==> src/hw/uarb_pkg.sv <==
// package: constants and types of the receive-break / address-match block
//==============================================================
package uarb_pkg;

  //==============================================================
  // register byte offsets
  localparam logic [7:0] UARB_OFS_HOLD   = 8'h00;
  localparam logic [7:0] UARB_OFS_STAT   = 8'h04;
  localparam logic [7:0] UARB_OFS_MASK   = 8'h08;
  localparam logic [7:0] UARB_OFS_CTRL   = 8'h0C;
  localparam logic [7:0] UARB_OFS_SHARED = 8'h10;
  localparam logic [7:0] UARB_OFS_MODE   = 8'h14;

  //==============================================================
  // status bit positions
  localparam int UARB_ST_FULL  = 0;
  localparam int UARB_ST_OVR   = 1;
  localparam int UARB_ST_BRK   = 2;
  localparam int UARB_ST_FERR  = 3;
  localparam int UARB_ST_MATCH = 4;
  localparam int UARB_ST_W     = 5;

  // control/format field positions
  localparam int UARB_CF_SEL   = 7;
  localparam int UARB_CF_SHSEL = 6;

  //==============================================================
  // reset values
  localparam logic [6:0] UARB_CTRL_RST = 7'h00;
  localparam logic [6:0] UARB_FMT_RST  = 7'h60;
  localparam logic [7:0] UARB_BYTE_RST = 8'h00;

  //==============================================================
  // oversampling and divisor table
  localparam int          UARB_OVS      = 16;
  localparam logic [3:0]  UARB_MID_TICK = 4'h7;
  localparam logic [3:0]  UARB_EXT_CODE = 4'hF;
  localparam logic [16:0] UARB_DIV [15] = '{
    17'h12000, 17'h08302, 17'h06B10, 17'h06000, 17'h03000,
    17'h01800, 17'h00C00, 17'h00800, 17'h00600, 17'h00400,
    17'h00300, 17'h00200, 17'h00180, 17'h000C0, 17'h00060};

  //==============================================================
  // carriers
  typedef struct packed {
    logic       two_stop;
    logic       echo;
    logic [3:0] baud_sel;
  } uarb_ctrl_t;

  typedef struct packed {
    logic [1:0] data_len;
    logic [1:0] par_mode;
    logic       par_en;
    logic       dtr;
    logic       rts;
  } uarb_fmt_t;

  typedef struct packed {
    logic [7:0] data;
    logic       marker;
    logic       ferr;
  } uarb_rxchar_t;

endpackage

==> src/hw/uarb_baud.sv <==
// baud tick source: crystal divisor or external receive clock
`timescale 1ns/100ps
module uarb_baud
  import uarb_pkg::*;
(
  input  wire logic       pclk,
  input  wire logic       presetn,
  input  wire logic       crystal_in,
  input  wire logic       rx_clk_ext,
  input  wire logic [3:0] baud_sel,
  output logic            tick16
);

  //==============================================================
  // three-stage synchronisers, change accepted once stages 2 and 3 agree
  logic [1:0] s1_r, s2_r, s3_r, lvl_r, lvl_d_r;
  logic [1:0] pin_in;
  assign pin_in = {rx_clk_ext, crystal_in};

  genvar gi;
  generate
    for (gi = 0; gi < 2; gi++) begin : g_sync
      always_ff @(posedge pclk or negedge presetn) begin
        if (!presetn) begin
          s1_r[gi]    <= 1'b0;
          s2_r[gi]    <= 1'b0;
          s3_r[gi]    <= 1'b0;
          lvl_r[gi]   <= 1'b0;
          lvl_d_r[gi] <= 1'b0;
        end else begin
          s1_r[gi]    <= pin_in[gi];
          s2_r[gi]    <= s1_r[gi];
          s3_r[gi]    <= s2_r[gi];
          lvl_d_r[gi] <= lvl_r[gi];
          if (s2_r[gi] == s3_r[gi]) begin
            lvl_r[gi] <= s3_r[gi];
          end
        end
      end
    end
  endgenerate

  logic xtal_rise, rxc_rise;
  assign xtal_rise = lvl_r[0] & ~lvl_d_r[0];
  assign rxc_rise  = lvl_r[1] & ~lvl_d_r[1];

  //==============================================================
  // divider: crystal edges per oversample tick is divisor / 16
  logic [12:0] cnt_r;
  logic [12:0] limit;
  assign limit = (baud_sel == UARB_EXT_CODE) ? 13'h0001
               : 13'((UARB_DIV[baud_sel] / UARB_OVS) - 1);

  always_ff @(posedge pclk or negedge presetn) begin
    if (!presetn) begin
      cnt_r  <= 13'h0000;
      tick16 <= 1'b0;
    end else if (baud_sel == UARB_EXT_CODE) begin
      cnt_r  <= 13'h0000;
      tick16 <= rxc_rise;
    end else if (xtal_rise) begin
      tick16 <= (cnt_r >= limit);
      cnt_r  <= (cnt_r >= limit) ? 13'h0000 : cnt_r + 13'h0001;
    end else begin
      tick16 <= 1'b0;
    end
  end

endmodule

==> src/hw/uarb_rx.sv <==
// receive shifter with break detection
`timescale 1ns/100ps
module uarb_rx
  import uarb_pkg::*;
(
  input  wire logic         pclk,
  input  wire logic         presetn,
  input  wire logic         rxd,
  input  wire logic         tick16,
  input  wire uarb_fmt_t    fmt,
  output uarb_rxchar_t      rx_char,
  output logic              rx_done,
  output logic              rx_break,
  output logic              in_break
);

  typedef enum logic [2:0] {IDLE, START, DATA, PARB, STOP, BRK} uarb_rxst_t;

  // rx line synchroniser, same agreement filter as the clock inputs
  logic s1_r, s2_r, s3_r, line_r;
  always_ff @(posedge pclk or negedge presetn) begin
    if (!presetn) begin
      s1_r   <= 1'b1;
      s2_r   <= 1'b1;
      s3_r   <= 1'b1;
      line_r <= 1'b1;
    end else begin
      s1_r <= rxd;
      s2_r <= s1_r;
      s3_r <= s2_r;
      if (s2_r == s3_r) begin
        line_r <= s3_r;
      end
    end
  end

  uarb_rxst_t st_r;
  logic [3:0] ph_r;
  logic [2:0] bit_r;
  logic [7:0] sh_r;
  logic       mk_r;
  logic [2:0] last_bit;
  assign last_bit = {1'b1, fmt.data_len} ;

  always_ff @(posedge pclk or negedge presetn) begin
    if (!presetn) begin
      st_r     <= IDLE;
      ph_r     <= 4'h0;
      bit_r    <= 3'h0;
      sh_r     <= 8'h00;
      mk_r     <= 1'b0;
      rx_char  <= '0;
      rx_done  <= 1'b0;
      rx_break <= 1'b0;
    end else begin
      rx_done  <= 1'b0;
      rx_break <= 1'b0;
      if (st_r == BRK) begin
        if (line_r) begin
          st_r <= IDLE;
        end
      end else if (tick16) begin
        ph_r <= ph_r + 4'h1;
        unique case (st_r)
          IDLE: begin
            ph_r <= 4'h0;
            if (!line_r) begin
              st_r <= START;
            end
          end
          START: if (ph_r == UARB_MID_TICK) begin
            ph_r  <= 4'h0;
            bit_r <= 3'h0;
            sh_r  <= 8'h00;
            mk_r  <= 1'b0;
            st_r  <= line_r ? IDLE : DATA;
          end
          DATA: if (ph_r == 4'hF) begin
            sh_r[bit_r] <= line_r;
            bit_r       <= bit_r + 3'h1;
            if (bit_r == last_bit) begin
              st_r <= fmt.par_en ? PARB : STOP;
            end
          end
          PARB: if (ph_r == 4'hF) begin
            mk_r <= line_r;
            st_r <= STOP;
          end
          STOP: if (ph_r == 4'hF) begin
            if (!line_r && sh_r == 8'h00 && !mk_r) begin
              rx_break <= 1'b1;
              st_r     <= BRK;
            end else begin
              rx_char <= '{data: sh_r, marker: mk_r, ferr: ~line_r};
              rx_done <= 1'b1;
              st_r    <= IDLE;
            end
          end
          BRK: st_r <= BRK;
        endcase
      end
    end
  end

  assign in_break = (st_r == BRK);

endmodule

==> src/hw/uarb_top.sv <==
// receive channel with break handling, address match and APB registers
`timescale 1ns/100ps
module uarb_top
  import uarb_pkg::*;
(
  input  wire logic        pclk,
  input  wire logic        presetn,
  input  wire logic        psel,
  input  wire logic        penable,
  input  wire logic        pwrite,
  input  wire logic [7:0]  paddr,
  input  wire logic [31:0] pwdata,
  output logic [31:0]      prdata,
  output logic             pready,
  output logic             pslverr,
  output logic             irq,
  input  wire logic        crystal_in,
  input  wire logic        rx_clk_ext,
  input  wire logic        rxd,
  output logic             dtr_out,
  output logic             rts_out
);

  //==============================================================
  // bus phase decode
  logic acc, wr_en, rd_en, hit;
  assign acc   = psel & penable & pready;
  assign wr_en = acc & pwrite;
  assign rd_en = acc & ~pwrite;
  assign hit   = (paddr == UARB_OFS_HOLD) || (paddr == UARB_OFS_STAT) ||
                 (paddr == UARB_OFS_MASK) || (paddr == UARB_OFS_CTRL) ||
                 (paddr == UARB_OFS_SHARED) || (paddr == UARB_OFS_MODE);

  //==============================================================
  // registers
  uarb_ctrl_t              ctrl_r;
  logic                    shsel_r;
  uarb_fmt_t               fmt_r;
  logic [7:0]              match_value_reg;
  logic [7:0]              irq_vector_reg;
  logic [7:0]              rx_holding_reg;
  logic                    rx_full_flag;
  logic [UARB_ST_W-1:0]    irq_status_reg;
  logic [UARB_ST_W-1:0]    irq_mask_r;
  logic                    cmp_en_r;
  logic                    cmp_active_r;

  logic         tick16, rx_done, rx_break, in_break;
  uarb_rxchar_t rx_char;

  uarb_baud u_baud (
    .pclk       (pclk),
    .presetn    (presetn),
    .crystal_in (crystal_in),
    .rx_clk_ext (rx_clk_ext),
    .baud_sel   (ctrl_r.baud_sel),
    .tick16     (tick16)
  );

  uarb_rx u_rx (
    .pclk     (pclk),
    .presetn  (presetn),
    .rxd      (rxd),
    .tick16   (tick16),
    .fmt      (fmt_r),
    .rx_char  (rx_char),
    .rx_done  (rx_done),
    .rx_break (rx_break),
    .in_break (in_break)
  );

  //==============================================================
  // received character routing
  logic addr_hit, deliver, overrun, hold_rd;
  assign addr_hit = rx_done & cmp_active_r & rx_char.marker &
                    (rx_char.data == match_value_reg);
  // while armed, compare mode drops every non-matching character silently
  assign deliver  = rx_done & (~cmp_active_r | addr_hit);
  assign overrun  = deliver & rx_full_flag;
  assign hold_rd  = rd_en & (paddr == UARB_OFS_HOLD);

  logic wr_ctrl, wr_shared, wr_match;
  assign wr_ctrl   = wr_en & (paddr == UARB_OFS_CTRL);
  assign wr_shared = wr_en & (paddr == UARB_OFS_SHARED);
  assign wr_match  = wr_shared & ~shsel_r;

  //==============================================================
  // control/format register
  always_ff @(posedge pclk or negedge presetn) begin
    if (!presetn) begin
      ctrl_r  <= uarb_ctrl_t'(UARB_CTRL_RST[5:0]);
      shsel_r <= UARB_CTRL_RST[UARB_CF_SHSEL];
      fmt_r   <= uarb_fmt_t'(UARB_FMT_RST);
    end else if (wr_ctrl) begin
      if (pwdata[UARB_CF_SEL]) begin
        fmt_r <= uarb_fmt_t'(pwdata[6:0]);
      end else begin
        ctrl_r  <= uarb_ctrl_t'(pwdata[5:0]);
        shsel_r <= pwdata[UARB_CF_SHSEL];
      end
    end
  end

  //==============================================================
  // shared location: match value or interrupt vector
  always_ff @(posedge pclk or negedge presetn) begin
    if (!presetn) begin
      match_value_reg <= UARB_BYTE_RST;
      irq_vector_reg  <= UARB_BYTE_RST;
    end else if (wr_shared) begin
      if (shsel_r) begin
        irq_vector_reg <= pwdata[7:0];
      end else begin
        match_value_reg <= pwdata[7:0];
      end
    end
  end

  //==============================================================
  // compare mode: armed by a match value write, dropped on a hit
  always_ff @(posedge pclk or negedge presetn) begin
    if (!presetn) begin
      cmp_en_r     <= 1'b0;
      cmp_active_r <= 1'b0;
    end else begin
      if (wr_en && paddr == UARB_OFS_MODE) begin
        cmp_en_r <= pwdata[0];
      end
      // re-arm wins over a hit in the same cycle
      if (wr_match && cmp_en_r) begin
        cmp_active_r <= 1'b1;
      end else if (wr_en && paddr == UARB_OFS_MODE && !pwdata[0]) begin
        cmp_active_r <= 1'b0;
      end else if (addr_hit) begin
        cmp_active_r <= 1'b0;
      end
    end
  end

  //==============================================================
  // holding register and full flag
  always_ff @(posedge pclk or negedge presetn) begin
    if (!presetn) begin
      rx_holding_reg <= UARB_BYTE_RST;
      rx_full_flag   <= 1'b0;
    end else begin
      if (deliver && !rx_full_flag) begin
        rx_holding_reg <= rx_char.data;
      end
      // break never reaches here, so full is never set by it
      if (deliver && !rx_full_flag) begin
        rx_full_flag <= 1'b1;
      end else if (hold_rd) begin
        rx_full_flag <= 1'b0;
      end
    end
  end

  //==============================================================
  // sticky status, write one to clear, new events win
  logic [UARB_ST_W-1:0] st_set, st_clr;
  always_comb begin
    st_set = '0;
    st_clr = '0;
    st_set[UARB_ST_FULL]  = deliver & ~rx_full_flag;
    st_set[UARB_ST_OVR]   = overrun;
    st_set[UARB_ST_BRK]   = rx_break;
    st_set[UARB_ST_FERR]  = deliver & ~rx_full_flag & rx_char.ferr;
    st_set[UARB_ST_MATCH] = addr_hit;
    if (wr_en && paddr == UARB_OFS_STAT) begin
      st_clr = pwdata[UARB_ST_W-1:0];
    end
    if (hold_rd) begin
      st_clr[UARB_ST_BRK]  = 1'b1;
      st_clr[UARB_ST_FULL] = 1'b1;
    end
  end

  always_ff @(posedge pclk or negedge presetn) begin
    if (!presetn) begin
      irq_status_reg <= '0;
      irq_mask_r     <= '0;
    end else begin
      irq_status_reg <= (irq_status_reg & ~st_clr) | st_set;
      if (wr_en && paddr == UARB_OFS_MASK) begin
        irq_mask_r <= pwdata[UARB_ST_W-1:0];
      end
    end
  end

  always_ff @(posedge pclk or negedge presetn) begin
    if (!presetn) begin
      irq <= 1'b0;
    end else begin
      irq <= |(irq_status_reg & irq_mask_r);
    end
  end

  //==============================================================
  // line control outputs
  always_ff @(posedge pclk or negedge presetn) begin
    if (!presetn) begin
      dtr_out <= 1'b0;
      rts_out <= 1'b0;
    end else begin
      dtr_out <= fmt_r.dtr;
      rts_out <= fmt_r.rts;
    end
  end

  //==============================================================
  // apb slave: one wait state so that read data comes from a flop
  logic [31:0] rd_mux;
  always_comb begin
    rd_mux = 32'h0000_0000;
    unique case (paddr)
      UARB_OFS_HOLD:   rd_mux[7:0] = rx_holding_reg;
      UARB_OFS_STAT:   rd_mux[UARB_ST_W-1:0] = irq_status_reg;
      UARB_OFS_MASK:   rd_mux[UARB_ST_W-1:0] = irq_mask_r;
      UARB_OFS_CTRL:   rd_mux[13:0] = {fmt_r, shsel_r, ctrl_r};
      UARB_OFS_SHARED: rd_mux[7:0] = shsel_r ? irq_vector_reg : match_value_reg;
      UARB_OFS_MODE:   rd_mux[3:0] = {in_break, rx_full_flag, cmp_active_r, cmp_en_r};
      default:         rd_mux = 32'h0000_0000;
    endcase
  end

  always_ff @(posedge pclk or negedge presetn) begin
    if (!presetn) begin
      pready  <= 1'b0;
      pslverr <= 1'b0;
      prdata  <= 32'h0000_0000;
    end else begin
      pready  <= psel & penable & ~pready;
      pslverr <= psel & penable & ~pready & ~hit;
      if (psel && penable && !pready) begin
        prdata <= rd_mux;
      end
    end
  end

endmodule

==> config.mk <==
export PLATFORM = sky130hd
export DESIGN_NAME = uarb_top
export DESIGN_NICKNAME = d
export VERILOG_FILES = /design/src/hw/uarb_pkg.sv /design/src/hw/uarb_baud.sv /design/src/hw/uarb_rx.sv /design/src/hw/uarb_top.sv
export SDC_FILE = /design/constraint.sdc
export NUM_CORES = 1
export LEC_CHECK = 0
export BUFFER_PORTS_ARGS = -buffer_cell sky130_fd_sc_hd__buf_2
export CAP_MARGIN = 20
export CORE_UTILIZATION = 28
export CTS_BUF_LIST = sky130_fd_sc_hd__clkbuf_4 sky130_fd_sc_hd__clkbuf_8
export DETAILED_ROUTE_END_ITERATION = 8
export GPL_ROUTABILITY_DRIVEN = 0
export PLACE_DENSITY_LB_ADDON = 0.25
export SYNTH_ARGS = -nofsm -noshare
export SYNTH_HDL_FRONTEND = slang
export SYNTH_HIERARCHICAL = 1
export SYNTH_SLANG_ARGS = --single-unit
==> constraint.sdc <==
create_clock -name pclk -period 3.6 [get_ports pclk]
set_input_delay 0.72 -clock pclk [delete_from_list [all_inputs] [get_ports pclk]]
set_output_delay 0.72 -clock pclk [all_outputs]
set_load 0.03 [all_outputs]
Word-level counts from Yosys, hierarchy flattened. Memories as Yosys holds them, arrays and structs flattened. Index checks and enable logic that the tools add are counted.

Flip-flop bits (word level): 129. Memory bits (read-only): 272. Input port bits: 48. Output and inout bits: 37. Word-level logic and storage cells: 221. Memories: 1.

$add $sub $neg: 4. Magnitude comparators: 4. Equal/unequal tests: 28. Muxes and demuxes: 58. Bitwise gates (word level): 37. Reductions and logical operators: 40.

Memory list: (name not given) (words 16, width 17, rd ports 1, clocked after memory_dff 0, write ports 0, RTL line uarb_baud.sv:52) `: 13'((UARB_DIV[baud_sel] / UARB_OVS) - 1);`.

Operators with widths (count): 13-bit 2-to-1 mux (4); 3-bit 2-to-1 mux (13); 17-bit 2-to-1 mux (2); 8-bit 2-to-1 mux (3); 4-bit case mux with 6 select lines (1); 1-bit 2-to-1 mux (22); 1-bit AND (19); 8-bit by 4-bit equality test with 1-bit output, second input constant (2); 8-bit by 5-bit equality test with 1-bit output, second input constant (2); 8-bit zero test (2); 8-bit case mux with 2 select lines (1); 3-bit by 2-bit inequality test with 1-bit output, second input constant (5); 3-bit case mux with 5 select lines (1); 5-bit AND reduction (3); 13-bit by 1-bit adder with 13-bit output, second input constant (1); 13-bit greater-or-equal comparator (1); 13-bit by 1-bit subtractor with 13-bit output, second input constant (1); 1-bit inverter (12); 1-bit logical AND (11); 5-bit AND (2); 2-bit AND reduction (5); 2-bit nonzero test (5); 3-bit case mux with 3 select lines (1); 8-bit bitwise mux (1); other kinds (35) (51).

Depth between registers and ports, before layout.
Depth after elaboration: 10. Depth in mapped cells: 15. Depth with buffers taken out: 13.

Hierarchy. Netlist, hierarchy kept.

By module, submodules not included: uarb_top (instances 1, cells an instance 290, area each 3485.8 µm², sequential area each 1754.2 µm²); uarb_baud (instances 1, cells an instance 209, area each 1831.8 µm², sequential area each 600.6 µm²); uarb_rx (instances 1, cells an instance 189, area each 1783.0 µm², sequential area each 880.8 µm²).

Least setup slack after synthesis. OpenSTA, ideal clock, no wires.

Kind: register -> register. Start point: register ctrl_r[0] (netlist bit). End point: register u_baud.cnt_r[2]. Setup time: 0.066 ns. Arrival time: 3.334 ns. Data required time: 3.534 ns. Path slack: 0.200 ns. Cell stages (with the launch flop): 16. Buffers on the path: 2. Clock period less this slack: 3.400 ns. Cells stage by stage: dfrtp_1 -> inv_1 -> ha_1 -> clkbuf_1 -> or3b_2 -> nor3_2 -> xnor2_1 -> o21ai_0 -> nand2_1 -> ha_1 -> nand4_1 -> nor3_1 -> or3_1 -> buf_6 -> nor3_4 -> a22o_1.

Cells in the longest elaborated chain, start to end: 10. Elaborated cells on any way between the ends: 12. Classes of those cells: add/sub (1); order compare (1); eq/ne (1); mux (6); bitwise (1); reduce/logical (1); memory (1).

Ends and longest elaborated chain: start: declaration (RTL line uarb_top.sv:36) `uarb_ctrl_t ctrl_r;`; start signal: assignment (RTL line uarb_top.sv:91) `ctrl_r <= uarb_ctrl_t'(UARB_CTRL_RST[5:0]);`; start signal: assignment (RTL line uarb_top.sv:98) `ctrl_r <= uarb_ctrl_t'(pwdata[5:0]);`; 4-bit inverter with 5-bit output (not written as such) (RTL line uarb_baud.sv:52); memory 16 x 17 bit; 17-bit 2-to-1 mux (not written as such) (2 in series) (RTL line uarb_baud.sv:52); 13-bit by 1-bit subtractor with 13-bit output (RTL line uarb_baud.sv:52); 13-bit 2-to-1 mux (RTL line uarb_baud.sv:51) `assign limit = (baud_sel == UARB_EXT_CODE) ? 13'h0001`; 13-bit greater-or-equal comparator (RTL line uarb_baud.sv:63) `cnt_r <= (cnt_r >= limit) ? 13'h0000 : cnt_r + 13'h0001;`; 13-bit 2-to-1 mux (RTL line uarb_baud.sv:63); 13-bit 2-to-1 mux (RTL line uarb_baud.sv:61) `end else if (xtal_rise) begin`; 13-bit 2-to-1 mux (RTL line uarb_baud.sv:58) `end else if (baud_sel == UARB_EXT_CODE) begin`; end signal: assignment (RTL line uarb_baud.sv:63); end: declaration (RTL line uarb_baud.sv:49) `logic [12:0] cnt_r;`.

Parallel ways exist; a longest one is shown, timed or not. The select of a mux whose other input is x is not followed. A chain may end at the register's enable or synchronous reset.

Worst setup path after layout.
Start point: register ctrl_r[1] (netlist bit). End point: register u_baud.cnt_r[2].

The elaborated chain is that of the path after synthesis.

==> flow_summary.json <==
{
  "clock-root-buffer": "clkbuf_8",
  "yosys_warnings": 6,
  "cp_max_fo": 8,
  "synth_seq_cells": 129,
  "clkTransAtPathRegs_ps": 90,
  "seq_area_frac_synth_pct": 45.57,
  "dpl_cell_area_um2": 7571,
  "final_common_cell": "dfrtp_1",
  "worst_setup_path_end_kind": "flip-flop",
  "grtUsageTotal_pct": 12.98,
  "p_leak_nw": 3.772,
  "drt_iter0_drc": 268,
  "max_freq_ghz": 0.2952,
  "synthCells": 688,
  "antennaDiodeCount": 0,
  "max-vdd-ir-drop_mv": 0.1565,
  "cts.sinks": 129,
  "r2r_end": "u_baud/cnt_r[2]",
  "regMostFlops": "prdata",
  "hpwl_um": 11580,
  "reg_top3": "prdata (14), u_baud/cnt_r (13), u_rx/rx_char (10)",
  "powerDensity_nw_per_um2": 377.9,
  "finalWirelength_um": 16250,
  "finalClockSkew_ps": 12.70,
  "rr_startpoint": "ctrl_r[1]",
  "drive_gt1_share_pct": 22.98,
  "postSynthAreaPerCell_um2": 10.32,
  "drcViolationCount": 0,
  "rows": 57,
  "setup_tns_ps": 0,
  "cts_tree": "done",
  "status": "finished clean",
  "synthToLayoutAreaGrowth_pct": 13.06,
  "drv_slew": 0,
  "synthDistinctLibCells": 81,
  "fillers": 2550,
  "grt_pass1_wl_um": 26750,
  "grt_pass1_vias": 4975,
  "antenna_violating_nets_post_route": 0,
  "hold_class": "input pin to asynchronous set/reset pin",
  "cp.required_ps": 3990,
  "ff2ff_path_depth": 13,
  "htree_num_levels": 4,
  "hold_buffers": 0,
  "core_region_area_um2": 24600,
  "antenna_found_initial": 0,
  "avgViaCountPerCell": 4.814,
  "die-height_um": 161.2,
  "drtPass1Iterations": 6,
  "syn_area_um2": 7101,
  "clockBufferDepth": 2,
  "ioPinCount": 85,
  "initial_core_util_pct": 28.86,
  "criticalPathCategory": "flip-flop to flip-flop",
  "grt_max_degree": 50,
  "ys.flop_type": "dfrtp_1",
  "hold_viol": 0,
  "die-area_um2": 26000,
  "fin_util_pct": 32.63,
  "setup_violations": 0,
  "cts_made_buffers": 17,
  "tightest_slew_ps": 667.8,
  "synthArstFlopShare_pct": 100.0,
  "grt_overflow": 0,
  "period_share_pct": 94.09,
  "design_area_um2": 8028,
  "rrSetupSlack_ps": 210,
  "die_w_um": 161.2,
  "start_kind": "flip-flop",
  "fin_crit_ps": 3387,
  "arrival_ps": 3780,
  "io_buffers": 42,
  "largest_reg_flops": 14,
  "vias": 5141,
  "wl_per_cell_um": 15.22,
  "max-cap-violations": 0,
  "final_cell_mix": "dfrtp_1 (123), nand2_1 (58), o21ai_0 (51)",
  "synth_edf_count": 0,
  "insertion_delay_ps": 450,
  "relSlewSlack_pct": 55.48,
  "nets": 801
}
==> worst max-delay path by stage <==
stage / start / to / slack (ps)
6_report: ctrl_r[1] / u_baud/cnt_r[2] / 210
5_1_grt: ctrl_r[1] / u_baud/cnt_r[6] / -10
4_1_cts: ctrl_r[1] / u_baud/cnt_r[2] / 70
3_5_place_dp: ctrl_r[1] / u_baud/cnt_r[2] / 90
3_3_place_gp: ctrl_r[1] / u_baud/cnt_r[2] / 120
2_1_floorplan: ctrl_r[0] / u_baud/cnt_r[2] / 200
==> what timing repair did <==
item                       in CTS  in global routing
resized for setup               0                  6
buffers inserted                0                  2
setup endpoints to repair       0                 12
==> per-layer routing <==
metal	global-route usage [%]	share of wire, %	vias up
met2	19.96	45	87
met5	0	0	-
met1	18.44	51	2485
met4	3.345	0.92	0
met3	2.722	2.9	9
li1	-	-	2560
==> cells by family after synthesis <==
kind of cell               Yosys count  synth area share [%]
AOI/OAI and AO/OA                  165                 15.72
muxes                               65                 10.57
and+or+nand+nor                    214                 16.19
buffers and inverters               73                 5.621
xor gates and xnor gates            16                 1.974
DFF                                129                 45.57
other                                1               0.05281
adders and majority gates           25                 4.300
==> power by group <==
part	total, mW	internal [mW]	switching [mW]
Clock	1.23	0.525	0.708
Sequential	1.55	1.49	0.0572
Combinational	0.251	0.0794	0.172
==> critical path, stage by stage (launching register included) <==
cell     delay, ps
dfrtp_1        390
inv_1           70
ha_1           290
or3b_2         500
nor3_4         160
nor2_1          60
o21ai_0        150
nand2_1         80
ha_1           300
nand4_1        210
nor3_1         110
or3_4          430
nor3_4         370
a22o_1         200
==> synthesized netlist by cell type, types with 6 or more instances <==
| master | n | share of area (%) |
|---|---|---|
| dfrtp_1 | 123 | 43 |
| nand2_1 | 58 | 3.1 |
| o21ai_0 | 51 | 3.6 |
| nor2_1 | 48 | 2.5 |
| mux2_2 | 34 | 5.4 |
| a21oi_1 | 24 | 1.7 |
| inv_1 | 23 | 1.2 |
| buf_4 | 22 | 2.3 |
| ha_1 | 22 | 3.9 |
| nand3_1 | 21 | 1.5 |
| clkbuf_1 | 18 | 0.95 |
| mux2i_1 | 15 | 2.1 |
| nor3_1 | 12 | 0.85 |
| a22o_1 | 11 | 1.4 |
| nor2b_1 | 10 | 0.88 |
| a31oi_1 | 9 | 0.79 |
| o31ai_1 | 9 | 0.95 |
| mux2_1 | 8 | 1.3 |
| xnor2_1 | 8 | 0.99 |
| xor2_1 | 8 | 0.99 |
| a21o_1 | 7 | 0.74 |
| and3_1 | 7 | 0.62 |
| mux2_4 | 7 | 1.5 |
| a211oi_1 | 6 | 0.63 |
| a22oi_1 | 6 | 0.63 |
| dfstp_2 | 6 | 2.2 |
| or3_1 | 6 | 0.53 |
==> final cells by class <==
type	count	area, um^2	area share [%]
clock buffer	17	234.0	2.915
clock inverter	15	168.9	2.104
inverter	23	86.33	1.075
multi-input combinational	503	3568	44.45
sequential	129	3236	40.31
tap	324	405.4	5.050
timing repair buffer	57	329.1	4.099
==> metrics by stage <==
stage,setup WS (ps),power [mW],instances,hold WS [ps]
after CTS,68.53,3.089,1066,215.6
final,212.8,3.034,1068,214.0
after floorplan,199.8,1.736,705,331.2
after detailed placement,90.46,1.833,1034,335.8
after global routing,-13.91,3.181,1068,231.5
after global placement,122.4,1.829,1034,331.9
(Power assumes the default switching activity.)
